## config.mk

```make
export PLATFORM = sky130hd
export DESIGN_NAME = gax_regs
export DESIGN_NICKNAME = d
export VERILOG_FILES = /design/src/inc/gax_pkg.sv /design/src/rtl/gax_regs.sv
export SDC_FILE = /design/constraint.sdc
export NUM_CORES = 1
export LEC_CHECK = 0
export ABC_CLOCK_PERIOD_IN_PS = 2600
export BUFFER_PORTS_ARGS = -buffer_cell sky130_fd_sc_hd__buf_2
export CAP_MARGIN = 20
export CORE_AREA = 2 2 112 114
export CTS_BUF_LIST = sky130_fd_sc_hd__clkbuf_4
export CTS_CLUSTER_DIAMETER = 100
export CTS_CLUSTER_SIZE = 14
export DETAILED_ROUTE_END_ITERATION = 12
export DIE_AREA = 0 0 114 116
export GPL_ROUTABILITY_DRIVEN = 0
export HOLD_SLACK_MARGIN = 0.12
export PLACE_DENSITY = 0.9
export SETUP_SLACK_MARGIN = 0.3
export SYNTH_ARGS = -nofsm -noshare
export SYNTH_HDL_FRONTEND = slang
export SYNTH_SLANG_ARGS = --single-unit
export TNS_END_PERCENT = 20
```

## constraint.sdc

```tcl
create_clock -name CLOCK_I -period 2.6 [get_ports CLOCK_I]
set_clock_uncertainty 0.05 [all_clocks]
set_input_delay 0.52 -clock CLOCK_I [delete_from_list [all_inputs] [get_ports CLOCK_I]]
set_output_delay 0.52 -clock CLOCK_I [all_outputs]
set_load 0.005 [all_outputs]
```

## src/inc/gax_pkg.sv

```systemverilog
// Constants, field layouts and carrier types of the channel-1 auxiliary register bank
package gax_pkg;

   // ****************************************************************
   // Register indexes (byte address is four times the index)
   // ****************************************************************
   localparam logic [7:0] IDX_MON1_RECEIVE_BYTE = 8'h6d;
   localparam logic [7:0] IDX_IC1_RECEIVE_BYTE = 8'h6e;
   localparam logic [7:0] IDX_IC2_RECEIVE_BYTE = 8'h6f;
   localparam logic [7:0] IDX_MON1_TRANSMIT_BYTE = 8'h71;
   localparam logic [7:0] IDX_IC1_TRANSMIT_BYTE = 8'h72;
   localparam logic [7:0] IDX_IC2_TRANSMIT_BYTE = 8'h73;
   localparam logic [7:0] IDX_MONITOR1_INT_STATUS = 8'h75;
   localparam logic [7:0] IDX_AUX_EXT_INT_STATUS = 8'h76;
   localparam logic [7:0] IDX_MONITOR1_CONTROL = 8'h79;
   localparam logic [7:0] IDX_AUX_EXT_INT_MASK = 8'h7a;
   localparam logic [7:0] IDX_MON1_TX_ACTIVE = 8'h7c;
   localparam logic [7:0] IDX_CI1_INDICATION = 8'h7d;
   localparam logic [7:0] IDX_CI1_COMMAND = 8'h7e;

   // ****************************************************************
   // Reset values and field positions
   // ****************************************************************
   localparam logic [7:0] RST_BYTE_ONES = 8'hff;
   localparam logic [3:0] RST_MONITOR1_CONTROL = 4'h0;
   localparam logic [7:0] RST_AUX_EXT_INT_MASK = 8'hf7;
   localparam logic [7:0] MASK_FIXED_ONES = 8'he0;
   localparam logic [7:0] MASK_WRITABLE = 8'h17;
   localparam logic [5:0] RST_CI1_COMMAND = 6'h3f;
   localparam int CTL_RX_INT_ENABLE = 3;
   localparam int CTL_RX_BIT_CONTROL = 2;
   localparam int CTL_TX_INT_ENABLE = 1;
   localparam int CTL_TX_BIT_CONTROL = 0;
   localparam int ACT_TX_ACTIVE = 6;
   localparam int EXT_MON1_CHANGE = 4;
   localparam int EXT_MON0_CHANGE = 3;
   localparam int EXT_IC1_SLOT = 2;
   localparam int EXT_IC2_SLOT = 1;
   localparam int EXT_CI1_CHANGE = 0;

   // ****************************************************************
   // Serial frame layout: eight octets, MSB first
   // ****************************************************************
   localparam logic [2:0] SLOT_IC1 = 3'h4;
   localparam logic [2:0] SLOT_IC2 = 3'h5;
   localparam logic [2:0] SLOT_MON1 = 3'h6;
   localparam logic [2:0] SLOT_CI1 = 3'h7;
   localparam logic [1:0] RESP_OKAY = 2'h0;
   localparam logic [1:0] RESP_SLVERR = 2'h2;

   // Monitor-1 status flags, packed in register bit order
   typedef struct packed {
      logic data_received;
      logic end_of_reception;
      logic data_acknowledged;
      logic abort;
   } gax_mon1_flags_t;

endpackage : gax_pkg

```

## src/rtl/gax_regs.sv

```systemverilog
// Channel-1 auxiliary register bank with AXI4-Lite slave and serial frame engine
//
// Register access over AXI4-Lite was decided locally.
`timescale 1ns/1ps
module gax_regs (
   input wire logic CLOCK_I,
   input wire logic RESETN_I,
   input wire logic [9:0] S_AXI_AWADDR_I,
   input wire logic S_AXI_AWVALID_I,
   output logic S_AXI_AWREADY_O,
   input wire logic [31:0] S_AXI_WDATA_I,
   input wire logic [3:0] S_AXI_WSTRB_I,
   input wire logic S_AXI_WVALID_I,
   output logic S_AXI_WREADY_O,
   output logic [1:0] S_AXI_BRESP_O,
   output logic S_AXI_BVALID_O,
   input wire logic S_AXI_BREADY_I,
   input wire logic [9:0] S_AXI_ARADDR_I,
   input wire logic S_AXI_ARVALID_I,
   output logic S_AXI_ARREADY_O,
   output logic [31:0] S_AXI_RDATA_O,
   output logic [1:0] S_AXI_RRESP_O,
   output logic S_AXI_RVALID_O,
   input wire logic S_AXI_RREADY_I,
   input wire logic DCL_I,
   input wire logic FSC_I,
   input wire logic DD_I,
   input wire logic MON0_CHANGE_I,
   output logic DU_O,
   output logic IRQ_O
);

   // ****************************************************************
   // Declarations
   // ****************************************************************
   logic aw_got_q, w_got_q;
   logic [7:0] aw_idx_q;
   logic [7:0] w_byte_q;
   logic w_lane0_q;
   logic wr_fire;
   logic ar_fire;
   logic [7:0] ar_idx;
   logic [7:0] rd_byte;
   logic rd_hit;
   logic rd_clr_mon1, rd_clr_ext;
   logic [7:0] mon1_receive_byte_q, mon1_transmit_byte_q;
   logic [7:0] ic1_receive_byte_q, ic2_receive_byte_q;
   logic [7:0] ic1_transmit_byte_q, ic2_transmit_byte_q;
   logic [3:0] monitor1_control_q;
   logic [7:0] aux_ext_int_mask_q;
   logic [7:0] aux_ext_int_status_q;
   gax_pkg::gax_mon1_flags_t monitor1_int_status_q;
   gax_pkg::gax_mon1_flags_t mon1_set;
   logic mon1_transmit_active_q;
   logic [5:0] ci1_indication_q, ci1_command_q;
   logic [2:0] dcl_s, fsc_s;
   logic [1:0] dd_s;
   logic dcl_rise, dcl_fall, fsc_rise;
   logic [5:0] bit_cnt_q;
   logic [7:0] rx_sh_q;
   logic [7:0] rx_byte;
   logic slot_end;
   logic [7:0] mon1_cand_q;
   logic [7:0] tx_octet;
   logic rx_mr, rx_mx;
   logic mx_prev_q, mr_prev_q, in_pkt_q, mr_ack_q;
   logic new_byte, end_rx, ack_seen, abort_seen, ci1_eval;
   logic mr_tx_q, mx_tx_q;
   logic [7:0] ext_set;
   logic rie, rbc, xie, xbc;

   assign rie = monitor1_control_q[gax_pkg::CTL_RX_INT_ENABLE];
   assign rbc = monitor1_control_q[gax_pkg::CTL_RX_BIT_CONTROL];
   assign xie = monitor1_control_q[gax_pkg::CTL_TX_INT_ENABLE];
   assign xbc = monitor1_control_q[gax_pkg::CTL_TX_BIT_CONTROL];

   // ****************************************************************
   // AXI4-Lite write channel
   // ****************************************************************
   assign wr_fire = aw_got_q && w_got_q && !S_AXI_BVALID_O;

   // Address and data taken in either order, response after both
   always_ff @(posedge CLOCK_I) begin
      if (!RESETN_I) begin
         aw_got_q <= 1'b0;
         w_got_q <= 1'b0;
         aw_idx_q <= 8'h00;
         w_byte_q <= 8'h00;
         w_lane0_q <= 1'b0;
         S_AXI_AWREADY_O <= 1'b1;
         S_AXI_WREADY_O <= 1'b1;
         S_AXI_BVALID_O <= 1'b0;
         S_AXI_BRESP_O <= gax_pkg::RESP_OKAY;
      end else begin
         if (S_AXI_AWVALID_I && S_AXI_AWREADY_O) begin
            aw_got_q <= 1'b1;
            aw_idx_q <= S_AXI_AWADDR_I[9:2];
            S_AXI_AWREADY_O <= 1'b0;
         end
         if (S_AXI_WVALID_I && S_AXI_WREADY_O) begin
            w_got_q <= 1'b1;
            w_byte_q <= S_AXI_WDATA_I[7:0];
            w_lane0_q <= S_AXI_WSTRB_I[0];
            S_AXI_WREADY_O <= 1'b0;
         end
         if (wr_fire) begin
            aw_got_q <= 1'b0;
            w_got_q <= 1'b0;
            S_AXI_BVALID_O <= 1'b1;
            S_AXI_BRESP_O <= wr_hit(aw_idx_q) ? gax_pkg::RESP_OKAY : gax_pkg::RESP_SLVERR;
         end
         if (S_AXI_BVALID_O && S_AXI_BREADY_I) begin
            S_AXI_BVALID_O <= 1'b0;
            S_AXI_AWREADY_O <= 1'b1;
            S_AXI_WREADY_O <= 1'b1;
         end
      end
   end

   // Writable register indexes
   function automatic logic wr_hit(input logic [7:0] idx);
      wr_hit = (idx == gax_pkg::IDX_MON1_TRANSMIT_BYTE) || (idx == gax_pkg::IDX_IC1_TRANSMIT_BYTE) ||
               (idx == gax_pkg::IDX_IC2_TRANSMIT_BYTE) || (idx == gax_pkg::IDX_MONITOR1_CONTROL) ||
               (idx == gax_pkg::IDX_AUX_EXT_INT_MASK) || (idx == gax_pkg::IDX_MON1_TX_ACTIVE) ||
               (idx == gax_pkg::IDX_CI1_COMMAND);
   endfunction : wr_hit

   // Software-written registers
   always_ff @(posedge CLOCK_I) begin
      if (!RESETN_I) begin
         mon1_transmit_byte_q <= gax_pkg::RST_BYTE_ONES;
         ic1_transmit_byte_q <= gax_pkg::RST_BYTE_ONES;
         ic2_transmit_byte_q <= gax_pkg::RST_BYTE_ONES;
         monitor1_control_q <= gax_pkg::RST_MONITOR1_CONTROL;
         aux_ext_int_mask_q <= gax_pkg::RST_AUX_EXT_INT_MASK;
         ci1_command_q <= gax_pkg::RST_CI1_COMMAND;
      end else if (wr_fire && w_lane0_q) begin
         unique case (aw_idx_q)
            gax_pkg::IDX_MON1_TRANSMIT_BYTE: mon1_transmit_byte_q <= w_byte_q;
            gax_pkg::IDX_IC1_TRANSMIT_BYTE: ic1_transmit_byte_q <= w_byte_q;
            gax_pkg::IDX_IC2_TRANSMIT_BYTE: ic2_transmit_byte_q <= w_byte_q;
            gax_pkg::IDX_MONITOR1_CONTROL: monitor1_control_q <= w_byte_q[3:0];
            gax_pkg::IDX_AUX_EXT_INT_MASK: begin
               // Fixed bits forced regardless of data
               aux_ext_int_mask_q <= (w_byte_q & gax_pkg::MASK_WRITABLE) | gax_pkg::MASK_FIXED_ONES;
            end
            gax_pkg::IDX_CI1_COMMAND: ci1_command_q <= w_byte_q[5:0];
            default: ;
         endcase
      end
   end

   // Transmit-active: software sets, acknowledge clears
   always_ff @(posedge CLOCK_I) begin
      if (!RESETN_I) begin
         mon1_transmit_active_q <= 1'b0;
      end else if (wr_fire && w_lane0_q && aw_idx_q == gax_pkg::IDX_MON1_TX_ACTIVE
                   && w_byte_q[gax_pkg::ACT_TX_ACTIVE]) begin
         mon1_transmit_active_q <= 1'b1;
      end else if (ack_seen) begin
         mon1_transmit_active_q <= 1'b0;
      end
   end

   // ****************************************************************
   // AXI4-Lite read channel
   // ****************************************************************
   assign ar_fire = S_AXI_ARVALID_I && S_AXI_ARREADY_O;
   assign ar_idx = S_AXI_ARADDR_I[9:2];
   assign rd_clr_mon1 = ar_fire && ar_idx == gax_pkg::IDX_MONITOR1_INT_STATUS;
   assign rd_clr_ext = ar_fire && ar_idx == gax_pkg::IDX_AUX_EXT_INT_STATUS;

   // Read data multiplexer
   always_comb begin
      rd_byte = 8'h00;
      rd_hit = 1'b1;
      unique case (ar_idx)
         gax_pkg::IDX_MON1_RECEIVE_BYTE: rd_byte = mon1_receive_byte_q;
         gax_pkg::IDX_IC1_RECEIVE_BYTE: rd_byte = ic1_receive_byte_q;
         gax_pkg::IDX_IC2_RECEIVE_BYTE: rd_byte = ic2_receive_byte_q;
         gax_pkg::IDX_MON1_TRANSMIT_BYTE: rd_byte = mon1_transmit_byte_q;
         gax_pkg::IDX_IC1_TRANSMIT_BYTE: rd_byte = ic1_transmit_byte_q;
         gax_pkg::IDX_IC2_TRANSMIT_BYTE: rd_byte = ic2_transmit_byte_q;
         gax_pkg::IDX_MONITOR1_INT_STATUS: rd_byte = {4'h0, monitor1_int_status_q};
         gax_pkg::IDX_AUX_EXT_INT_STATUS: rd_byte = aux_ext_int_status_q;
         gax_pkg::IDX_MONITOR1_CONTROL: rd_byte = {4'h0, monitor1_control_q};
         gax_pkg::IDX_AUX_EXT_INT_MASK: rd_byte = aux_ext_int_mask_q;
         gax_pkg::IDX_MON1_TX_ACTIVE: rd_byte = {1'b0, mon1_transmit_active_q, 6'h00};
         gax_pkg::IDX_CI1_INDICATION: rd_byte = {2'h0, ci1_indication_q};
         gax_pkg::IDX_CI1_COMMAND: rd_byte = {2'h0, ci1_command_q};
         default: rd_hit = 1'b0;
      endcase
   end

   // One read at a time, data one cycle after address
   always_ff @(posedge CLOCK_I) begin
      if (!RESETN_I) begin
         S_AXI_ARREADY_O <= 1'b1;
         S_AXI_RVALID_O <= 1'b0;
         S_AXI_RDATA_O <= 32'h0000_0000;
         S_AXI_RRESP_O <= gax_pkg::RESP_OKAY;
      end else if (ar_fire) begin
         S_AXI_ARREADY_O <= 1'b0;
         S_AXI_RVALID_O <= 1'b1;
         S_AXI_RDATA_O <= {24'h00_0000, rd_byte};
         S_AXI_RRESP_O <= rd_hit ? gax_pkg::RESP_OKAY : gax_pkg::RESP_SLVERR;
      end else if (S_AXI_RVALID_O && S_AXI_RREADY_I) begin
         S_AXI_RVALID_O <= 1'b0;
         S_AXI_ARREADY_O <= 1'b1;
      end
   end

   // ****************************************************************
   // Link pin synchronisers and bit timing
   // ****************************************************************
   // Two flops per pin, third stage only for edge finding
   always_ff @(posedge CLOCK_I) begin
      if (!RESETN_I) begin
         dcl_s <= 3'h0;
         fsc_s <= 3'h0;
         dd_s <= 2'h3;
      end else begin
         dcl_s <= {dcl_s[1:0], DCL_I};
         fsc_s <= {fsc_s[1:0], FSC_I};
         dd_s <= {dd_s[0], DD_I};
      end
   end

   assign dcl_rise = dcl_s[1] && !dcl_s[2];
   assign dcl_fall = !dcl_s[1] && dcl_s[2];
   assign fsc_rise = fsc_s[1] && !fsc_s[2];
   assign rx_byte = {rx_sh_q[6:0], dd_s[1]};
   assign slot_end = dcl_fall && bit_cnt_q[2:0] == 3'h7;
   assign rx_mr = rx_byte[1];
   assign rx_mx = rx_byte[0];

   // Bit position: frame sync restarts, falling clock advances
   always_ff @(posedge CLOCK_I) begin
      if (!RESETN_I) begin
         bit_cnt_q <= 6'h00;
         rx_sh_q <= 8'hff;
      end else if (fsc_rise) begin
         bit_cnt_q <= 6'h00;
      end else if (dcl_fall) begin
         rx_sh_q <= rx_byte;
         bit_cnt_q <= bit_cnt_q + 6'h01;
      end
   end

   // Transmit octet for the current slot
   always_comb begin
      unique case (bit_cnt_q[5:3])
         gax_pkg::SLOT_IC1: tx_octet = ic1_transmit_byte_q;
         gax_pkg::SLOT_IC2: tx_octet = ic2_transmit_byte_q;
         gax_pkg::SLOT_MON1: tx_octet = mon1_transmit_byte_q;
         gax_pkg::SLOT_CI1: tx_octet = {ci1_command_q, mr_tx_q, mx_tx_q};
         default: tx_octet = gax_pkg::RST_BYTE_ONES;
      endcase
   end

   // Upstream bit driven on the rising link clock, MSB first
   always_ff @(posedge CLOCK_I) begin
      if (!RESETN_I) begin
         DU_O <= 1'b1;
      end else if (dcl_rise) begin
         DU_O <= tx_octet[3'h7 - bit_cnt_q[2:0]];
      end
   end

   // ****************************************************************
   // Received slot capture
   // ****************************************************************
   always_ff @(posedge CLOCK_I) begin
      if (!RESETN_I) begin
         ic1_receive_byte_q <= 8'h00;
         ic2_receive_byte_q <= 8'h00;
         mon1_cand_q <= 8'hff;
      end else if (slot_end) begin
         if (bit_cnt_q[5:3] == gax_pkg::SLOT_IC1) ic1_receive_byte_q <= rx_byte;
         if (bit_cnt_q[5:3] == gax_pkg::SLOT_IC2) ic2_receive_byte_q <= rx_byte;
         if (bit_cnt_q[5:3] == gax_pkg::SLOT_MON1) mon1_cand_q <= rx_byte;
      end
   end

   assign ci1_eval = slot_end && bit_cnt_q[5:3] == gax_pkg::SLOT_CI1;

   // CI1 indication field
   always_ff @(posedge CLOCK_I) begin
      if (!RESETN_I) begin
         ci1_indication_q <= 6'h3f;
      end else if (ci1_eval) begin
         ci1_indication_q <= rx_byte[7:2];
      end
   end

   // ****************************************************************
   // Monitor channel 1 handshake
   // ****************************************************************
   assign new_byte = ci1_eval && !rx_mx && mx_prev_q;
   assign end_rx = ci1_eval && rx_mx && mx_prev_q && in_pkt_q;
   assign ack_seen = ci1_eval && mon1_transmit_active_q && xbc && !rx_mr && mr_prev_q;
   assign abort_seen = ci1_eval && !mon1_transmit_active_q && xbc && !rx_mr && mr_prev_q;

   // Receive side packet state and stored byte
   always_ff @(posedge CLOCK_I) begin
      if (!RESETN_I) begin
         mx_prev_q <= 1'b1;
         mr_prev_q <= 1'b1;
         in_pkt_q <= 1'b0;
         mr_ack_q <= 1'b0;
         mon1_receive_byte_q <= gax_pkg::RST_BYTE_ONES;
      end else if (ci1_eval) begin
         mx_prev_q <= rx_mx;
         mr_prev_q <= rx_mr;
         if (new_byte) begin
            mon1_receive_byte_q <= mon1_cand_q;
            in_pkt_q <= 1'b1;
            mr_ack_q <= 1'b1;
         end else if (rx_mx) begin
            mr_ack_q <= 1'b0;
         end
         if (end_rx) in_pkt_q <= 1'b0;
      end
   end

   // Handshake bits: MR low acknowledges, MX low offers data
   always_ff @(posedge CLOCK_I) begin
      if (!RESETN_I) begin
         mr_tx_q <= 1'b1;
         mx_tx_q <= 1'b1;
      end else begin
         mr_tx_q <= !(rbc && mr_ack_q);
         mx_tx_q <= !(xbc && mon1_transmit_active_q);
      end
   end

   // Flag sources, gated by the interrupt enables
   always_comb begin
      mon1_set.data_received = new_byte && rie && (rbc || !in_pkt_q);
      mon1_set.end_of_reception = end_rx && rie;
      mon1_set.data_acknowledged = ack_seen && xie;
      mon1_set.abort = abort_seen && xie;
   end

   // Sticky status, set wins over read-clear
   always_ff @(posedge CLOCK_I) begin
      if (!RESETN_I) begin
         monitor1_int_status_q <= '0;
      end else begin
         monitor1_int_status_q <= (rd_clr_mon1 ? '0 : monitor1_int_status_q) | mon1_set;
      end
   end

   // ****************************************************************
   // Extended interrupt status and output
   // ****************************************************************
   always_comb begin
      ext_set = 8'h00;
      ext_set[gax_pkg::EXT_MON1_CHANGE] = |mon1_set || new_byte;
      ext_set[gax_pkg::EXT_MON0_CHANGE] = MON0_CHANGE_I;
      ext_set[gax_pkg::EXT_IC1_SLOT] = slot_end && bit_cnt_q[5:3] == gax_pkg::SLOT_IC1;
      ext_set[gax_pkg::EXT_IC2_SLOT] = slot_end && bit_cnt_q[5:3] == gax_pkg::SLOT_IC2;
      ext_set[gax_pkg::EXT_CI1_CHANGE] = ci1_eval && rx_byte[7:2] != ci1_indication_q;
   end

   // Masked sources never set, read clears, set wins
   always_ff @(posedge CLOCK_I) begin
      if (!RESETN_I) begin
         aux_ext_int_status_q <= 8'h00;
      end else begin
         aux_ext_int_status_q <= (rd_clr_ext ? 8'h00 : aux_ext_int_status_q)
                                 | (ext_set & ~aux_ext_int_mask_q);
      end
   end

   // Interrupt output
   always_ff @(posedge CLOCK_I) begin
      if (!RESETN_I) begin
         IRQ_O <= 1'b0;
      end else begin
         IRQ_O <= |(aux_ext_int_status_q & ~aux_ext_int_mask_q);
      end
   end
endmodule : gax_regs

```

==> results of run 1 <==
worst max-delay path by stage:
stage,startpoint,end,slack [ns],cells after the start
final,bit_cnt_q[0],aux_ext_int_status_q[0],0.34,8
after global routing,bit_cnt_q[0],aux_ext_int_status_q[0],0.26,8
after CTS,bit_cnt_q[4],DU_O,0.29,5
after detailed placement,bit_cnt_q[0],aux_ext_int_status_q[0],0.32,8
after global placement,bit_cnt_q[0],aux_ext_int_status_q[0],0.35,8
after floorplan,bit_cnt_q[0],monitor1_int_status_q[3],0.74,8
cell families after synthesis:
group,after synthesis,share of synthesized area
flops,149,0.441
xor+xnor,9,0.0117
other cells,1,0.000555
compound gates,150,0.141
buf+inv,96,0.0717
mux,50,0.0881
simple gates,343,0.242
fa+ha+maj,2,0.00370
report_power, final:
group          switching, mW  total [mW]  internal (mW)
Sequential            0.0527        2.38           2.33
Clock                  0.868        1.46          0.587
Combinational          0.192       0.320          0.127
Total                   1.11        4.15           3.04
cell usage in the layout, fill, tap and decap left out, types with 6 or more instances in the layout:
master and n:
dfxtp_1 147, nand2_1 140, nand3_1 79, buf_2 52
nor2_1 50, a21oi_1 44, o21ai_0 41, mux2i_1 40
conb_1 26, dlygate4sd3_1 20, clkbuf_4 18, buf_4 18
inv_1 15, a22oi_1 11, nand2b_1 10, and2_1 10
nor2b_1 9, nand4_1 6, nor3_1 6, a31oi_1 6
state kept, by name, indices dropped and copies added, names as in the netlist, 8 cells and up:
register and cells:
mon1_cand_q 8, ic1_transmit_byte_q 8, ic2_transmit_byte_q 8, mon1_receive_byte_q 8
S_AXI_RDATA_O 8, ic2_receive_byte_q 8, mon1_transmit_byte_q 8, w_byte_q 8
ic1_receive_byte_q 8, aw_idx_q 8
area by class of cell:
type	instances	area, um^2
well taps	147	184
clock inverters	14	155
inverters	17	63.8
multi-input cells	580	3390
repair buffers	91	616
fillers	921	4390
clock buffers	18	135
flip-flops and latches	149	2990
critical path, delay by kind of cell, from the launching register on:
family	cells	cell delay [ns]
buf+inv	1	0.19
compound gates	2	0.40
flops	1	0.44
fa+ha+maj	2	0.39
simple gates	3	0.72
per-stage QoR:
step / instances / hold WS, ns / worst slack, ns
floorplan: 825 / 0.330 / 0.735
global route: 1016 / 0.139 / 0.256
CTS: 1013 / 0.125 / 0.293
detailed placement: 964 / 0.349 / 0.319
finish: 1016 / 0.169 / 0.338
global placement: 964 / 0.339 / 0.346
timing repair:
action                                  4_1_cts  5_1_grt
hold endpoints to repair                     17        3
resized for setup                             1        2
setup buffers                                 0        0
hold buffers                                 17        3
endpoints found under the setup margin        2       11
layer usage:
layer,part of all wire,up-vias
li1,-,2873
met1,0.41,2853
met2,0.45,349
met3,0.10,57
met4,0.031,0
met5,0,-
==> reports/qor.yml, run 1 <==
status:
  status: "finished clean"
global_route:
  grt-busiest-layer: "met2"
  grt_pass1_vias: 5534
  grt_max_degree: 39
  grt_remaining_overflow: 0
  grtUsageMet2: 0.423
  grt_pass1_wl_um: 28200
  use_met3: 0.0873
  antenna_found_initial: 0
  use_met1: 0.359
  grt.total_usage: 0.275
worst_setup_path:
  worst-setup-path-type: "flop to flop"
  r2r_slack_ns: 0.34
  setup.worst_path.end_class: "flop"
  path_cells: "ha_1 -> ha_1 -> nand4b_2 -> or2_1 -> buf_4 -> a311oi_1 -> a21oi_1 -> nor2_1"
  ff2ff_path_depth: 8
  slowest_delay_ns: 0.44
  crit_top_cell: "ha_1"
  cp_max_fo: 9
  critPathRequiredTime_ns: 3.08
  r2r-end: "aux_ext_int_status_q[0]"
  reg2reg_from: "bit_cnt_q[0]"
  worstPathArrival_ns: 2.74
  slowest_stage: "dfxtp_2"
  cp-start-kind: "flop"
sta:
  hold_viol_final: 0
  drv_slew: 0
  setup_violations: 0
  finalCritPeriodShare: 0.870
  tns_ns: 0
  grt_setup_unrepaired: "yes"
  maxSlewHeadroom: 0.601
  fin_crit_ns: 2.26
  timing.fmax_mhz: 442
  worst_slew_pin_slew_ns: 0.596
min_path:
  min-delay-start: "S_AXI_AWADDR_I[2]"
  hold_path_depth: 3
  hold_end: "aw_idx_q[0]"
  hp-class: "input pin to flop"
cells_and_area:
  diodes: 0
  area_delta_synth_final_pct: 11.4
  final_util: 0.632
  drive_gt1_frac: 0.140
  design_area_um2: 7520
  nets: 925
synth:
  ys.flop_type: "dfxtp_1"
  yosysWarnings: 0
  synth_area_um2: 6760
  async_flop_share: 0
  synth-edff-count: 0
  synthTopCellsByArea: "dfxtp_1 44%, nand2_1 7.8%, mux2i_1 5.9%"
  synth.largest_area_cell: "dfxtp_1"
  yosysTopAreaCellShare: 0.441
  ys_seq_area_frac: 0.441
  ys_seq_elements: 149
  synth_area_per_cell_um2: 8.45
  synth_commonest_cells: "149 x dfxtp_1, 140 x nand2_1, 79 x nand3_1"
  synthCells: 800
  synth.most_common_cell: "dfxtp_1"
  netlist-cell-type-count: 67
route:
  drc: 0
  drt-initial-drc-count: 889
  wl_per_cell_um: 17.5
  dr.pass1.iters: 6
  routed_via_density: 6.04
  vias: 6132
  drtAntennaViolNets: 0
  routed_wl_um: 17800
clocking:
  insertion_delay_ns: 0.58
  clockRootBuffer: "clkbuf_4"
  cts_sinks: 149
  cts_made_buffers: 17
  cts_buffer_depth: 2
  clkTransAtPathRegs_ns: 0.13
  cts_tree: "done"
  htree_levels: 4
power:
  power_mw: 4.15
  leakagePower_nw: 2.99
  ir_drop_v: 0.000453
  pwr_density_cell_nw_per_um2: 552
floorplan:
  io_pins: 110
  die_area_um2: 13200
  placementRows: 40
  die_w_um: 114
  core_area_um2: 11900
  dieHeight_um: 116
  initial_core_util: 0.567
job:
  drv_cap: 0
placed_design:
  dp.final_hpwl_um: 12000
  placed_area_um2: 7030
  numPortBuffers: 52
Power figures use the tool's default switching activity.
==> inputs of run 2 (changes only) <==
--- a/config.mk
+++ b/config.mk
@@ -5,18 +5,19 @@
 export SDC_FILE = /design/constraint.sdc
 export NUM_CORES = 1
 export LEC_CHECK = 0
+export ABC_AREA = 1
 export ABC_CLOCK_PERIOD_IN_PS = 2600
 export BUFFER_PORTS_ARGS = -buffer_cell sky130_fd_sc_hd__buf_2
 export CAP_MARGIN = 20
-export CORE_AREA = 2 2 112 114
+export CORE_AREA = 2 2 113 115
 export CTS_BUF_LIST = sky130_fd_sc_hd__clkbuf_4
 export CTS_CLUSTER_DIAMETER = 100
 export CTS_CLUSTER_SIZE = 14
 export DETAILED_ROUTE_END_ITERATION = 12
-export DIE_AREA = 0 0 114 116
+export DIE_AREA = 0 0 115 117
 export GPL_ROUTABILITY_DRIVEN = 0
 export HOLD_SLACK_MARGIN = 0.12
-export PLACE_DENSITY = 0.9
+export PLACE_DENSITY = 0.89
 export SETUP_SLACK_MARGIN = 0.3
 export SYNTH_ARGS = -nofsm -noshare
 export SYNTH_HDL_FRONTEND = slang
==> run 2 against run 1 <==
Against the previous run:
- flip-flop and latch count unchanged
- worst setup slack improved by 0.18 ns
- power increased by 2.3%
- synthesized cell count increased by 21%
- critical endpoint is now ic2_receive_byte_q[2]
- largest cell class unchanged
- largest power group unchanged
==> reports/qor.yml, run 2 <==
clocking:
  cts_made_buffers: 17  # unchanged
  clockRootBuffer: "clkbuf_4"
  cts_sinks: 149  # unchanged
  clkTransAtPathRegs_ns: 0.13  # about the same
  cts_tree: "done"
  cts_buffer_depth: 2  # unchanged
  htree_levels: 4  # unchanged
  post_cts_buffers: 0  # unchanged
  insertion_delay_ns: 0.58  # about the same
placed_design:
  placed_area_um2: 7090  # +0.80%
  dp_cells: 1136  # +18%
  dp_worst_setup_slack_ns: 0.412  # +0.0929 ns
  numPortBuffers: 52  # unchanged
  dp.final_hpwl_um: 12000  # about the same
synth:
  netlist-cell-type-count: 34  # -49%
  synth.most_common_cell: "nand2_1"
  synth_commonest_cells: "209 x nand2_1, 149 x dfxtp_1, 107 x nand3_1"
  yosysWarnings: 0  # unchanged
  ys.flop_type: "dfxtp_1"
  ys_seq_area_frac: 0.437  # -0.00461
  yosysTopAreaCellShare: 0.437  # -0.00461
  synth_area_per_cell_um2: 7.08  # -16%
  synth_area_um2: 6830  # +1.1%
  synth-edff-count: 0  # unchanged
  async_flop_share: 0  # unchanged
  synthTopCellsByArea: "dfxtp_1 44%, nand2_1 11%, nand3_1 7.8%"
  synth.largest_area_cell: "dfxtp_1"
  ys_seq_elements: 149  # unchanged
  synthCells: 965  # +21%
sta:
  grt_setup_unrepaired: "no"
  fin_crit_ns: 2.08  # -0.178 ns
  timing.fmax_mhz: 480  # +8.6%
  setup_violations: 0  # unchanged
  finalCritPeriodShare: 0.801  # -0.0686
  fin_ws_ns: 0.516  # +0.178 ns
  drv_slew: 0  # unchanged
  maxSlewHeadroom: 0.553  # -0.0483
  whs_ns: 0.149  # -0.0203 ns
  hold_viol_final: 0  # unchanged
  worst_slew_pin_slew_ns: 0.669  # +0.0736 ns
  tns_ns: 0  # unchanged
min_path:
  hold_path_depth: 3  # unchanged
  hold_end: "w_lane0_q"
  hp-class: "input pin to flop"
  min-delay-start: "S_AXI_WVALID_I"
cells_and_area:
  area_delta_synth_final_pct: 9.68
  final_util: 0.608  # -0.0235
  layout_common_cells: "209 x nand2_1, 148 x dfxtp_1, 107 x nand3_1"
  area.sequential_um2: 2980  # about the same
  layout_commonest_cell: "nand2_1"
  nFillCells: 1090  # +18%
  nets: 1081  # +17%
  stdcell_count: 1175  # +16%
  diodes: 0  # unchanged
  design_area_um2: 7490  # -0.48%
  drive_gt1_frac: 0.124  # -0.0165
  multi_input_area_um2: 3170  # -6.2%
power:
  leakagePower_nw: 3.65  # +22%
  ir_drop_v: 0.000367  # -19%
  power_mw: 4.25  # +2.3%
  pwr_density_cell_nw_per_um2: 568  # +2.8%
route:
  wl_per_cell_um: 14.2  # -19%
  vias: 6449  # +5.2%
  dr.pass1.iters: 6  # unchanged
  routed_wl_um: 16700  # -6.1%
  drt-initial-drc-count: 864  # -2.8%
  drtAntennaViolNets: 0  # unchanged
  drc: 0  # unchanged
  routed_via_density: 5.49  # -9.1%
worst_setup_path:
  worstPathArrival_ns: 2.55  # -0.19 ns
  ff2ff_path_depth: 9  # +1
  slowest_delay_ns: 0.42  # -0.02 ns
  slowest_stage: "dfxtp_1"
  worst-setup-path-type: "flop to flop"
  cp_max_fo: 7  # -2
  critPathBufInv: 3  # +2
  path_cells: "ha_1 -> ha_1 -> inv_1 -> nor2_2 -> inv_1 -> nor2_1 -> buf_4 -> o21ai_0 -> a21oi_1"
  r2r_slack_ns: 0.52  # +0.18 ns
  reg2reg_from: "bit_cnt_q[1]"
  critPathRequiredTime_ns: 3.06  # -0.02 ns
  cp-start-kind: "flop"
  setup.worst_path.end_class: "flop"
  r2r-end: "ic2_receive_byte_q[2]"
  crit_family: "simple AND/OR/NAND/NOR gates"
floorplan:
  initial_core_util: 0.555  # -0.0127
  placementRows: 41  # +2.5%
  io_pins: 110  # unchanged
  die_area_um2: 13500  # +1.7%
  dieHeight_um: 117  # +0.86%
  die_w_um: 115  # +0.88%
  core_area_um2: 12300  # +3.4%
global_route:
  grt_max_degree: 103  # +160%
  grt_pass1_vias: 5712  # +3.2%
  grt_pass1_wl_um: 27300  # -3.3%
  grt_remaining_overflow: 0  # unchanged
  grt.total_usage: 0.262  # -0.0124
  antenna_found_initial: 0  # unchanged
status:
  status: "finished clean"
job:
  drv_cap: 0  # unchanged
run 2: power by group:
part | internal (mW) | switching [mW] | total, mW
Clock | 0.780 | 0.835 | 1.62
Combinational | 0.0873 | 0.176 | 0.263
Sequential | 2.33 | 0.0418 | 2.37
run 2: kinds of logic after synthesis:
family	share of synthesized area
buffers and inverters	0.113
AND/OR/NAND/NOR	0.295
AO/OA/AOI/OAI	0.146
adder cells (fa/ha/maj)	0.00366
flip-flops	0.437
XOR/XNOR	0.00513
other	0.000549
run 2: area by class of cell:
type | instances | area share
inverter | 106 | 0.0535
multi-input combinational | 669 | 0.424
timing repair buffer | 69 | 0.0558
clock buffer | 19 | 0.0190
sequential | 149 | 0.398
clock inverter | 13 | 0.0242
tap | 150 | 0.0251
run 2: worst max-delay path by stage:
stage	startpoint	cells past startpoint	slack [ns]	endpoint
global placement	bit_cnt_q[0]	10	0.48	monitor1_int_status_q[3]
finish	bit_cnt_q[1]	9	0.52	ic2_receive_byte_q[2]
detailed placement	bit_cnt_q[0]	10	0.41	monitor1_int_status_q[3]
CTS	bit_cnt_q[0]	10	0.38	monitor1_int_status_q[3]
global route	bit_cnt_q[1]	9	0.35	ic2_receive_byte_q[2]
floorplan	bit_cnt_q[0]	10	0.89	mon1_cand_q[1]
run 2: tightest hold or removal path, cell delays in order:
cell	delay [ns]
buf_2	0.09
a21oi_1	0.06
nor2_1	0.08
run 2: repair_timing:
item | 4_1_cts | 5_1_grt
resized for setup | 0 | 3
hold buffers | 6 | 1
endpoints found under the setup margin | 0 | 4
endpoints found under the hold margin | 6 | 1
run 2: layer usage:
layer,global-route usage,vias up,share of wire
li1,-,3204,-
met1,0.350,2844,0.43
met2,0.402,352,0.43
met3,0.0705,49,0.11
met4,0.116,0,0.032
met5,0,-,0
